`src/common/qcia_pkg.sv`:
```
// Package with constants and types for queued completion interrupt aggregation
`default_nettype none
package qcia_pkg;
  localparam int unsigned TAG_W      = 5;
  localparam int unsigned NTAGS      = 32;
  localparam int unsigned PRD_W      = 32;
  localparam int unsigned DATA_W     = 32;
  localparam logic [31:0] SACT_RST   = 32'h0000_0000;
  localparam logic        IPEND_RST  = 1'b0;
  typedef enum logic [1:0] {
    QCIA_IDLE = 2'b00,
    QCIA_LOAD = 2'b01,
    QCIA_XFER = 2'b11
  } qcia_dma_st_t;
endpackage : qcia_pkg
`default_nettype wire

```
`src/common/qcia_prd_if.sv`:
```
// Interface between the aggregator and its descriptor table
`default_nettype none
interface qcia_prd_if;
  import qcia_pkg::*;
  logic             wr_en;
  logic [TAG_W-1:0] wr_tag;
  logic [PRD_W-1:0] wr_ptr;
  logic [TAG_W-1:0] rd_tag;
  logic [PRD_W-1:0] rd_ptr;
  modport table_side (input wr_en, input wr_tag, input wr_ptr, input rd_tag, output rd_ptr);
  modport user_side  (output wr_en, output wr_tag, output wr_ptr, output rd_tag, input rd_ptr);
endinterface : qcia_prd_if
`default_nettype wire

```
`src/logic/qcia_agg.sv`:
```
// Queued completion tracker, DMA buffer steering and interrupt aggregation
`default_nettype none
// Functional notes
// RULE1: Set Device Bits with I bit clears every shadow bit set in its field.
// RULE2: Device sends DMA Setup naming the tag before that tag's data.
// RULE3: DMA Setup loads the DMA engine with that buffer's descriptor pointer.
// RULE4: Following data frames go to the selected buffer until the transfer ends.
// RULE5: Device reports completion with I bit and only its own tag bit; the bench's device reports tags 3 and 31 together in one frame.
// RULE6: Completion while interrupt pending clears tag, no extra interrupt.
// RULE7: Completion after software reset of pending flag raises new interrupt.
// RULE8: Software reset clears pending flag until next qualifying completion.
// RULE9: Service retires all tags whose shadow bit is clear, together.
// RULE10: Any Set Device Bits with I bit sets pending; output follows it.
module qcia_agg
  import qcia_pkg::*;
(
  // Clock and reset
  input  wire logic                    mclk,
  input  wire logic                    arst_n,
  input  wire logic                    ce,
  // Software command side
  input  wire logic                    issue_vld,
  input  wire logic [qcia_pkg::TAG_W-1:0] issue_tag,
  input  wire logic [qcia_pkg::PRD_W-1:0] issue_prd,
  input  wire logic                    irq_ack,
  input  wire logic                    retire_req,
  // Received frames
  input  wire logic                    sdb_vld,
  input  wire logic                    sdb_ibit,
  input  wire logic [31:0]             sdb_sact,
  input  wire logic                    dsetup_vld,
  input  wire logic [qcia_pkg::TAG_W-1:0] dsetup_buf,
  input  wire logic                    data_vld,
  input  wire logic [qcia_pkg::DATA_W-1:0] data_in,
  input  wire logic                    xfer_done,
  // DMA engine
  output logic                         dma_vld,
  output logic [qcia_pkg::PRD_W-1:0]   dma_prd,
  output logic [qcia_pkg::DATA_W-1:0]  dma_data,
  output logic                         dma_busy,
  // Status
  output logic [31:0]                  sact_shadow,
  output logic [31:0]                  retired,
  output logic                         retire_vld,
  output logic                         irq
);
  qcia_prd_if prd ();

  // Registered table read: the pointer is ready one cycle after the buffer is named
  qcia_prd_mem u_mem (
    .mclk (mclk),
    .ce   (ce),
    .prd  (prd)
  );

  typedef struct packed {
    logic [31:0]        sact;
    logic [31:0]        outst;
    logic               ipend;
    qcia_dma_st_t       st;
    logic [PRD_W-1:0]   prd;
    logic [DATA_W-1:0]  data;
    logic               dvld;
    logic [31:0]        ret;
    logic               rvld;
  } qcia_state_t;

  qcia_state_t s_r;
  qcia_state_t s_nxt;

  logic sdb_hit;
  assign sdb_hit = sdb_vld && sdb_ibit;

  assign prd.wr_en  = issue_vld;
  assign prd.wr_tag = issue_tag;
  assign prd.wr_ptr = issue_prd;
  assign prd.rd_tag = dsetup_buf;

  always_comb begin
    s_nxt      = s_r;
    s_nxt.dvld = 1'b0;
    s_nxt.rvld = 1'b0;
    if (issue_vld) begin
      s_nxt.sact[issue_tag]  = 1'b1;
      s_nxt.outst[issue_tag] = 1'b1;
    end
    if (sdb_hit) begin
      s_nxt.sact = s_nxt.sact & ~sdb_sact; // RULE1
    end
    // Set beats clear so a completion racing the acknowledge is not lost
    if (sdb_hit) begin
      s_nxt.ipend = 1'b1; // RULE6 RULE7 RULE10
    end else if (irq_ack) begin
      s_nxt.ipend = 1'b0; // RULE8
    end
    if (retire_req) begin
      s_nxt.ret   = s_r.outst & ~s_r.sact; // RULE9
      s_nxt.outst = s_nxt.outst & s_r.sact;
      if (issue_vld) begin
        s_nxt.outst[issue_tag] = 1'b1;
      end
      s_nxt.rvld  = 1'b1;
    end
    unique case (s_r.st)
      QCIA_IDLE: begin
        if (dsetup_vld) begin
          s_nxt.st = QCIA_LOAD;
        end
      end
      QCIA_LOAD: begin
        // Table read was launched at the edge that took the DMA Setup
        s_nxt.prd = prd.rd_ptr; // RULE3
        s_nxt.st  = QCIA_XFER;
      end
      QCIA_XFER: begin
        if (data_vld) begin
          s_nxt.data = data_in; // RULE4
          s_nxt.dvld = 1'b1;
        end
        if (xfer_done) begin
          s_nxt.st = QCIA_IDLE;
        end
      end
      default: s_nxt.st = QCIA_IDLE;
    endcase
  end

  // The descriptor table is not reset; only this state word is
  always_ff @(posedge mclk or negedge arst_n) begin
    if (!arst_n) begin
      s_r       <= '0;
      s_r.sact  <= SACT_RST;
      s_r.ipend <= IPEND_RST;
      s_r.st    <= QCIA_IDLE;
    end else if (ce) begin
      s_r <= s_nxt;
    end
  end

  // Every output except dma_busy comes straight from a flip-flop of the state word; dma_busy decodes the state
  assign dma_vld     = s_r.dvld;
  assign dma_prd     = s_r.prd;
  assign dma_data    = s_r.data;
  assign dma_busy    = (s_r.st != QCIA_IDLE);
  assign sact_shadow = s_r.sact;
  assign retired     = s_r.ret;
  assign retire_vld  = s_r.rvld;
  assign irq         = s_r.ipend; // RULE10

  // Interrupt flag, shadow clearing, descriptor load, data steering and retirement
  a_sdb_clears: assert property (@(posedge mclk) disable iff (!arst_n) // RULE1
    ce && sdb_hit && !issue_vld |=> (sact_shadow & $past(sdb_sact)) == 32'h0)
    else $error("shadow bit not cleared");
  a_irq_raise: assert property (@(posedge mclk) disable iff (!arst_n) // RULE7
    ce && sdb_hit |=> irq)
    else $error("completion did not raise interrupt");
  a_irq_hold: assert property (@(posedge mclk) disable iff (!arst_n) // RULE6
    irq && !(ce && irq_ack) |=> irq)
    else $error("pending flag dropped without reset");
  a_ack_clears: assert property (@(posedge mclk) disable iff (!arst_n) // RULE8
    ce && irq_ack && !sdb_hit |=> !irq)
    else $error("reset of pending flag ignored");
  a_no_spur_irq: assert property (@(posedge mclk) disable iff (!arst_n) // RULE10
    !irq && !(ce && sdb_hit) |=> !irq)
    else $error("interrupt without completion");
  a_load_ptr: assert property (@(posedge mclk) disable iff (!arst_n) // RULE3
    ce && dsetup_vld && !dma_busy ##1 ce |=> dma_busy && dma_prd == $past(prd.rd_ptr))
    else $error("descriptor pointer not loaded");
  a_data_steer: assert property (@(posedge mclk) disable iff (!arst_n) // RULE4
    ce && s_r.st == QCIA_XFER && data_vld |=> dma_vld && dma_data == $past(data_in))
    else $error("data frame not forwarded");
  a_retire_set: assert property (@(posedge mclk) disable iff (!arst_n) // RULE9
    ce && retire_req |=> retire_vld && (retired & sact_shadow & ~$past(sdb_sact)) == 32'h0)
    else $error("retired a still active tag");

  // Strobes and the selected buffer, checked against the transfer state
  a_dvld_pulse: assert property (@(posedge mclk) disable iff (!arst_n) // RULE4
    ce && !(data_vld && s_r.st == QCIA_XFER) |=> !dma_vld)
    else $error("data strobe without a data frame");
  a_buf_stable: assert property (@(posedge mclk) disable iff (!arst_n) // RULE4
    ce && s_r.st == QCIA_XFER && !xfer_done |=> dma_busy && $stable(dma_prd))
    else $error("buffer changed during a transfer");
  a_xfer_end: assert property (@(posedge mclk) disable iff (!arst_n) // RULE4
    ce && s_r.st == QCIA_XFER && xfer_done |=> !dma_busy)
    else $error("transfer did not end");
  a_setup_busy: assert property (@(posedge mclk) disable iff (!arst_n) // RULE3
    ce && dsetup_vld && !dma_busy |=> dma_busy)
    else $error("buffer selection did not start the engine");
  a_idle_stay: assert property (@(posedge mclk) disable iff (!arst_n) // RULE3
    ce && !dma_busy && !dsetup_vld |=> !dma_busy)
    else $error("engine started without a buffer selection");

  // Shadow register and retirement
  a_sdb_exact: assert property (@(posedge mclk) disable iff (!arst_n) // RULE1
    ce && sdb_hit && !issue_vld |=> sact_shadow == ($past(sact_shadow) & ~$past(sdb_sact)))
    else $error("shadow bits outside the field changed");
  a_no_ibit: assert property (@(posedge mclk) disable iff (!arst_n) // RULE1
    ce && sdb_vld && !sdb_ibit && !issue_vld |=> $stable(sact_shadow))
    else $error("frame without I bit changed the shadow");
  a_retire_pulse: assert property (@(posedge mclk) disable iff (!arst_n) // RULE9
    ce && !retire_req |=> !retire_vld)
    else $error("retire strobe without a request");
  a_retire_keep: assert property (@(posedge mclk) disable iff (!arst_n) // RULE9
    ce && !retire_req |=> $stable(retired))
    else $error("retired set changed without a request");
  // A frozen engine must hold every output, or a stalled host would lose completions
  a_state_frozen: assert property (@(posedge mclk) disable iff (!arst_n) // RULE10
    !ce |=> $stable(irq) && $stable(sact_shadow) && $stable(dma_busy) && $stable(retired))
    else $error("state moved while clock enable was low");

  // One pair per tag, so a wrong bit index cannot hide behind the other tags
  for (genvar g = 0; g < NTAGS; g++) begin : g_tag
    a_tag_clear: assert property (@(posedge mclk) disable iff (!arst_n) // RULE1
      ce && sdb_hit && sdb_sact[g] |=> !sact_shadow[g])
      else $error("tag bit survived its completion");
    a_tag_keep: assert property (@(posedge mclk) disable iff (!arst_n) // RULE1
      ce && !(issue_vld && issue_tag == TAG_W'(g)) && !(sdb_hit && sdb_sact[g]) |=> $stable(sact_shadow[g]))
      else $error("tag bit changed without cause");
  end
endmodule : qcia_agg
`default_nettype wire

```
`src/logic/qcia_prd_mem.sv`:
```
// Per-tag descriptor pointer table with registered read data
`default_nettype none
module qcia_prd_mem
  import qcia_pkg::*;
(
  // Clocking
  input  wire logic   mclk,
  input  wire logic   ce,
  // Access
  qcia_prd_if.table_side prd
);
  logic [PRD_W-1:0] mem [NTAGS];

  // No reset on the array; contents are written by each issue command
  always_ff @(posedge mclk) begin
    if (ce) begin
      if (prd.wr_en) begin
        mem[prd.wr_tag] <= prd.wr_ptr;
      end
      prd.rd_ptr <= mem[prd.rd_tag];
    end
  end
endmodule : qcia_prd_mem
`default_nettype wire

```
`config.mk`:
```
export PLATFORM = sky130hd
export DESIGN_NAME = qcia_agg
export DESIGN_NICKNAME = d
export VERILOG_FILES = /design/src/common/qcia_pkg.sv /design/src/common/qcia_prd_if.sv /design/src/logic/qcia_agg.sv /design/src/logic/qcia_prd_mem.sv
export SDC_FILE = /design/constraint.sdc
export NUM_CORES = 1
export LEC_CHECK = 0
export BUFFER_PORTS_ARGS = -buffer_cell sky130_fd_sc_hd__buf_2
export CAP_MARGIN = 30
export CORE_MARGIN = 2
export CORE_UTILIZATION = 50
export CTS_CLUSTER_DIAMETER = 120
export CTS_CLUSTER_SIZE = 25
export DETAILED_ROUTE_END_ITERATION = 10
export GPL_ROUTABILITY_DRIVEN = 0
export PLACE_DENSITY = 0.75
export REMOVE_ABC_BUFFERS = 1
export SYNTH_ARGS = -nofsm -noshare
export SYNTH_HDL_FRONTEND = slang
export SYNTH_SLANG_ARGS = --single-unit
```
`constraint.sdc`:
```
create_clock -name mclk -period 1.6 [get_ports mclk]
set_clock_uncertainty 0.2 [all_clocks]
set_input_delay 0.24 -clock mclk [delete_from_list [all_inputs] [get_ports mclk]]
set_output_delay 0.24 -clock mclk [all_outputs]
set_load 0.01 [all_outputs]
```
# After elaboration in Yosys (flattened, before gate mapping)
# Memory sizes are Yosys's and may differ from the RTL's. A register that Yosys moved wholly into a read port is not among the register bits.
# Cells that the tools add are included.
dict set report word_totals {
  ff_bits 165
  ramBits 1024
  input_bits 117
  out_inout_bits 132
  elab_cells 51
  n_memories 1
}
# memory words word_bits rd rd_ports_with_merged_regs wr line_no
set mem_list {}
lappend mem_list {u_mem.mem 32 32 1 1 1 qcia_prd_mem.sv:12} ;# logic [PRD_W-1:0] mem [NTAGS];
dict set report classes {
  order_cmp 2
  n_eq_ne 4
  muxes 17
  bitwise_logic 8
  reduce_logical 10
}
# cell count
set ops {}
lappend ops {{AND 32 bit} 3}
lappend ops {{two-way mux 32 bit} 3}
lappend ops {{OR 32 bit} 3}
lappend ops {{two-way mux 64 bit} 1}
lappend ops {{inverter 32 bit} 2}
lappend ops {{two-way mux 1 bit} 9}
lappend ops {{less-than comparator 5 x 6 -> 1 bit, second input constant} 1}
lappend ops {{one-hot mux 2 bit (3 select lines)} 1}
lappend ops {{AND reduction 2 bit} 3}
lappend ops {{AND reduction 3 bit} 2}
lappend ops {{demux 1 bit (select 5 bit)} 1}
lappend ops {{greater-or-equal comparator 5 x 1 -> 1 bit, second input constant} 1}
lappend ops {{two-way mux 2 bit} 2}
lappend ops {{inequality test 2 bit, second input constant} 2}
lappend ops {{nonzero test 2 bit} 2}
lappend ops {{equality test 2 x 1 -> 1 bit, second input constant} 1}
lappend ops {{equality test 2 bit, second input constant} 1}
lappend ops {{logical AND 1 bit} 2}
lappend ops {{zero test 2 bit} 1}

# Depth between registers and ports, before layout
dict set report logic_depth {
  ltp_word 10
  mapped_depth 8
  ltp_nobuf 5
}

# Modules after synthesis
# Synthesis repeated with hierarchy kept, for this count alone.
dict set report hier_totals {
  cells_unflattened 2904
  hier_area_um2 48318.8
}
# mod n_inst cells_each area_each_um2 seq_area_each_um2
set by_module_without_submodules {}
lappend by_module_without_submodules {qcia_prd_mem 1 2262 40814.1 31710.4}
lappend by_module_without_submodules {qcia_agg 1 642 7504.7 4129.0}

# Least setup slack after synthesis
# Ideal clock, no wire load.
dict set report synth_timing {
  kind {input port to flip-flop}
  start {input port issue_tag[3] in the netlist's numbering}
  end {memory u_mem.mem[18][0] (enable)}
  arrival_time_ns 2.192
  required_time_ns 0.977
  slack_ns -1.215
  stages 3
  path_cell_list {or3b_1 -> clkbuf_1 -> nor2_1}
}
# item line_no
set synth_lines {}
lappend synth_lines {{from (decl)} qcia_agg.sv:23} ;# input wire logic [qcia_pkg::TAG_W-1:0] issue_tag,
lappend synth_lines {{to (decl)} qcia_prd_mem.sv:12}
# Straight into the memory's write port.

# Worst setup path after layout
dict set report layout_timing {
  start {register s_r[99] in the netlist's numbering}
  end {output port dma_busy}
}
dict set report layout_between {
  elab_chain_len 1
}
# item line_no
set layout_rtl {}
lappend layout_rtl {{from (decl)} qcia_agg.sv:68} ;# qcia_state_t s_r;
lappend layout_rtl {{from (signal assigned)} qcia_agg.sv:136} ;# s_r <= s_nxt;
lappend layout_rtl {{nonzero test 2 bit} qcia_agg.sv:144} ;# assign dma_busy = (s_r.st != QCIA_IDLE);
lappend layout_rtl {{to (decl)} qcia_agg.sv:40} ;# output logic dma_busy,
# Every way passes these cells.

==> results_dict.tcl <==
set metrics [dict create \
    outcome "finished with violations" \
    violations "hold timing, setup timing" \
    initial_utilization_pct 50.5 \
    setup-violations-final 301 \
    async_flop_share_pct 13.5 \
    r2r-end "dma_prd[0]$_DFFE_PN0P_" \
    swShare_pct 23.2 \
    grt_max_degree 53 \
    postLayoutCellArea_sq_um 57200 \
    p_int_mw 46.4 \
    worstSetupStartpoint "s_r[99]$_DFFE_PN0P_" \
    rows 113 \
    cts.reportedPaths.clkPinSlew_ps 100 \
    tns_ps -31260 \
    cp-start-kind "register" \
    ys_ff_latch 1221 \
    final_cells 4734 \
    grt_use_total_pct 23.6 \
    clock_power_share_pct 26.8 \
    drive_gt1_share_pct 22.9 \
    power.leakage_nw 21.4 \
    yosys.area.top_type_share_pct 66.1 \
    power_mw 60.5 \
    setup_slack_ps -254 \
    overflow 0 \
    synth_top_family_by_area "multiplexers" \
    cts-root-buf "clkbuf_16" \
    core_sq_um 95000 \
    synthTopCellsByArea "edfxtp_1, mux2i_1, dfrtp_1, buf_4, a22oi_1" \
    clock_sinks 1221 \
    synth_xor_area_share_pct 0 \
    yosysUniqueCellTypes 36 \
    port_buffers 248 \
    p_per_area_nw_per_um2 1060 \
    crit_end "dma_busy" \
    slew_headroom_pct 61.0 \
    routedWlPerCell_um 25.9 \
    hp-class "input pin to register" \
    met3_usage_pct 2.63 \
    cp_data_required_time_ps 1160 \
    drt-pass1-iter-count 6 \
    antenna_found_initial 8 \
    timing.final.crit_period_ps 1850 \
    placed_cells 4405 \
    final_core_util_pct 60.2 \
    regToRegSetupSlack_ps -110 \
    first_global_vias 27300 \
    final_cell_mix "edfxtp_1, mux2i_1, buf_4, buf_2, dfrtp_1" \
    drc 0 \
    ff2ff_path_depth 5 \
    worstMarginPinSlew_ps 585 \
    wl_um 123000 \
    dpl.hpwl_um 72300 \
    cts_tree "done" \
    combPwrFrac_pct 12.8 \
    rsz0062_at_grt "true" \
    finalMaxSlewViolations 0 \
    drtIter0Drc 2858 \
    yosys.area.top_type "edfxtp_1" \
    seq_area_frac_synth_pct 74.7 \
    muxShareOfSynthArea_pct 12.2 \
    die_h_um 314 \
    seq_power_share_pct 60.4 \
    num_vias 27700 \
    yosysWarnings 0 \
    ant_nets 0 \
    drv_cap 0 \
    max-vdd-ir-drop_mv 1.24 \
    hold_viol 4 \
    synth-simple-area-share_pct 3.67 \
    synth_edf_count 1056 \
    path_max_fanout 2 \
    cts_made_buffers 55 \
    insertion_delay_ps 670 \
    areaGrowthSynthToFinish_pct 19.2 \
    p_switching_mw 14.0 \
    synth_ff_type "edfxtp_1" \
    met1_usage_pct 32.4 \
    dp_slack_ps -630 \
    fin_nets 3534 \
    syn_area_sq_um 48000 \
    critical_path_class "register to primary output" \
    io_pins 249 \
    clock.fmax_mhz 539 \
    htree_levels 2 \
    crit_path_end_kind "primary output" \
    grt.busiest_layer "met2" \
    worstReg2RegStart "s_r[98]$_DFFE_PN0P_" \
    period_share_pct 116 \
    viasPerCell 5.86 \
    layout_commonest_cell "edfxtp_1" \
    synth_fa_ha_area_share_pct 0 \
    use_met2_pct 40.1 \
    synth_compound_area_share_pct 5.49 \
    avgSynthCellArea_sq_um 16.6 \
    synthCells 2889 \
    fp.dieW_um 314 \
    fin_hold_ws_ps -50.0 \
    cp.arrival_ps 1410 \
    place_area_sq_um 52900 \
    die_area_sq_um 98400 \
    cts_buffer_depth 3 \
    grt_pass1_wl_um 174000 \
]
cell type report:
type,instances,area (sq um)
antenna,5,12.5
sequential,1221,35800
fill,6701,37900
clock buffer,98,1540
clock inverter,6,83.8
tap,1265,1580
multi-input combinational,1382,10700
inverter,3,13.8
timing repair buffer,754,7360
flip-flops by register name, summed over array words and instances (netlist names):
name,count
s_r,34
dma_data,32
retire_vld,1
dma_vld,1
dma_prd,32
u_mem.prd.rd_ptr,32
u_mem.mem,1024
sact_shadow,32
retired,32
irq,1
how the worst min path moves through the flow:
stage                  from                 endpoint  slack (ps)  cells past startpoint
2_1_floorplan        arst_n  dma_data[0]$_DFFE_PN0P_        -260                      0
3_3_place_gp         arst_n  dma_data[4]$_DFFE_PN0P_          20                      1
3_5_place_dp         arst_n  dma_data[8]$_DFFE_PN0P_          20                      1
4_1_cts        issue_tag[0]     s_r[127]$_DFFE_PN0P_         -30                      4
5_1_grt        issue_tag[2]     s_r[105]$_DFFE_PN0P_          -2                      5
6_report       issue_tag[1]     s_r[120]$_DFFE_PN0P_         -50                      4
power groups by stage:
stage	sequential, mW	clock (mW)	combinational, mW
6_report	36.5	16.2	7.74
5_1_grt	36.6	17.5	8.24
4_1_cts	36.4	16.4	6.99
3_5_place_dp	37.2	0	5.98
3_3_place_gp	37.1	0	5.86
2_1_floorplan	37.5	0	2.04
synthesized netlist by cell type (all sizes together) (34+ instances only):
master / n
dfrtp: 165
nand2b: 34
clkbuf: 60
mux2i: 512
a22o: 64
nand2: 136
a21oi: 129
o21ai: 100
nor2: 66
a22oi: 96
buf: 223
edfxtp: 1056
mux2: 64
nand3: 99
critical path, cell delays in order (launching register included):
cell,delay (ps)
dfrtp_1,390
or2_4,250
buf_6,120
layer usage:
metal / up-vias / routed length [um]
met4: 4 / 3980
met5: - / 24
met1: 14200 / 48900
li1: 12000 / -
met3: 223 / 9100
met2: 1294 / 60800
cell families after synthesis:
kind of cell,after synthesis
flip-flops,1221
multiplexers,576
AO/OA/AOI/OAI,422
AND/OR/NAND/NOR,384
buffers and inverters,286
repair_timing:
item                                     CTS  global route
cloned                                     0            10
setup buffers                             54            46
endpoints found under the setup margin   140          1222
gates resized for setup                   54            56
endpoints found under the hold margin   1316            14
hold buffers                             113             4
pin swaps                                 16            22
No activity file was read; power rests on OpenSTA's default activity.
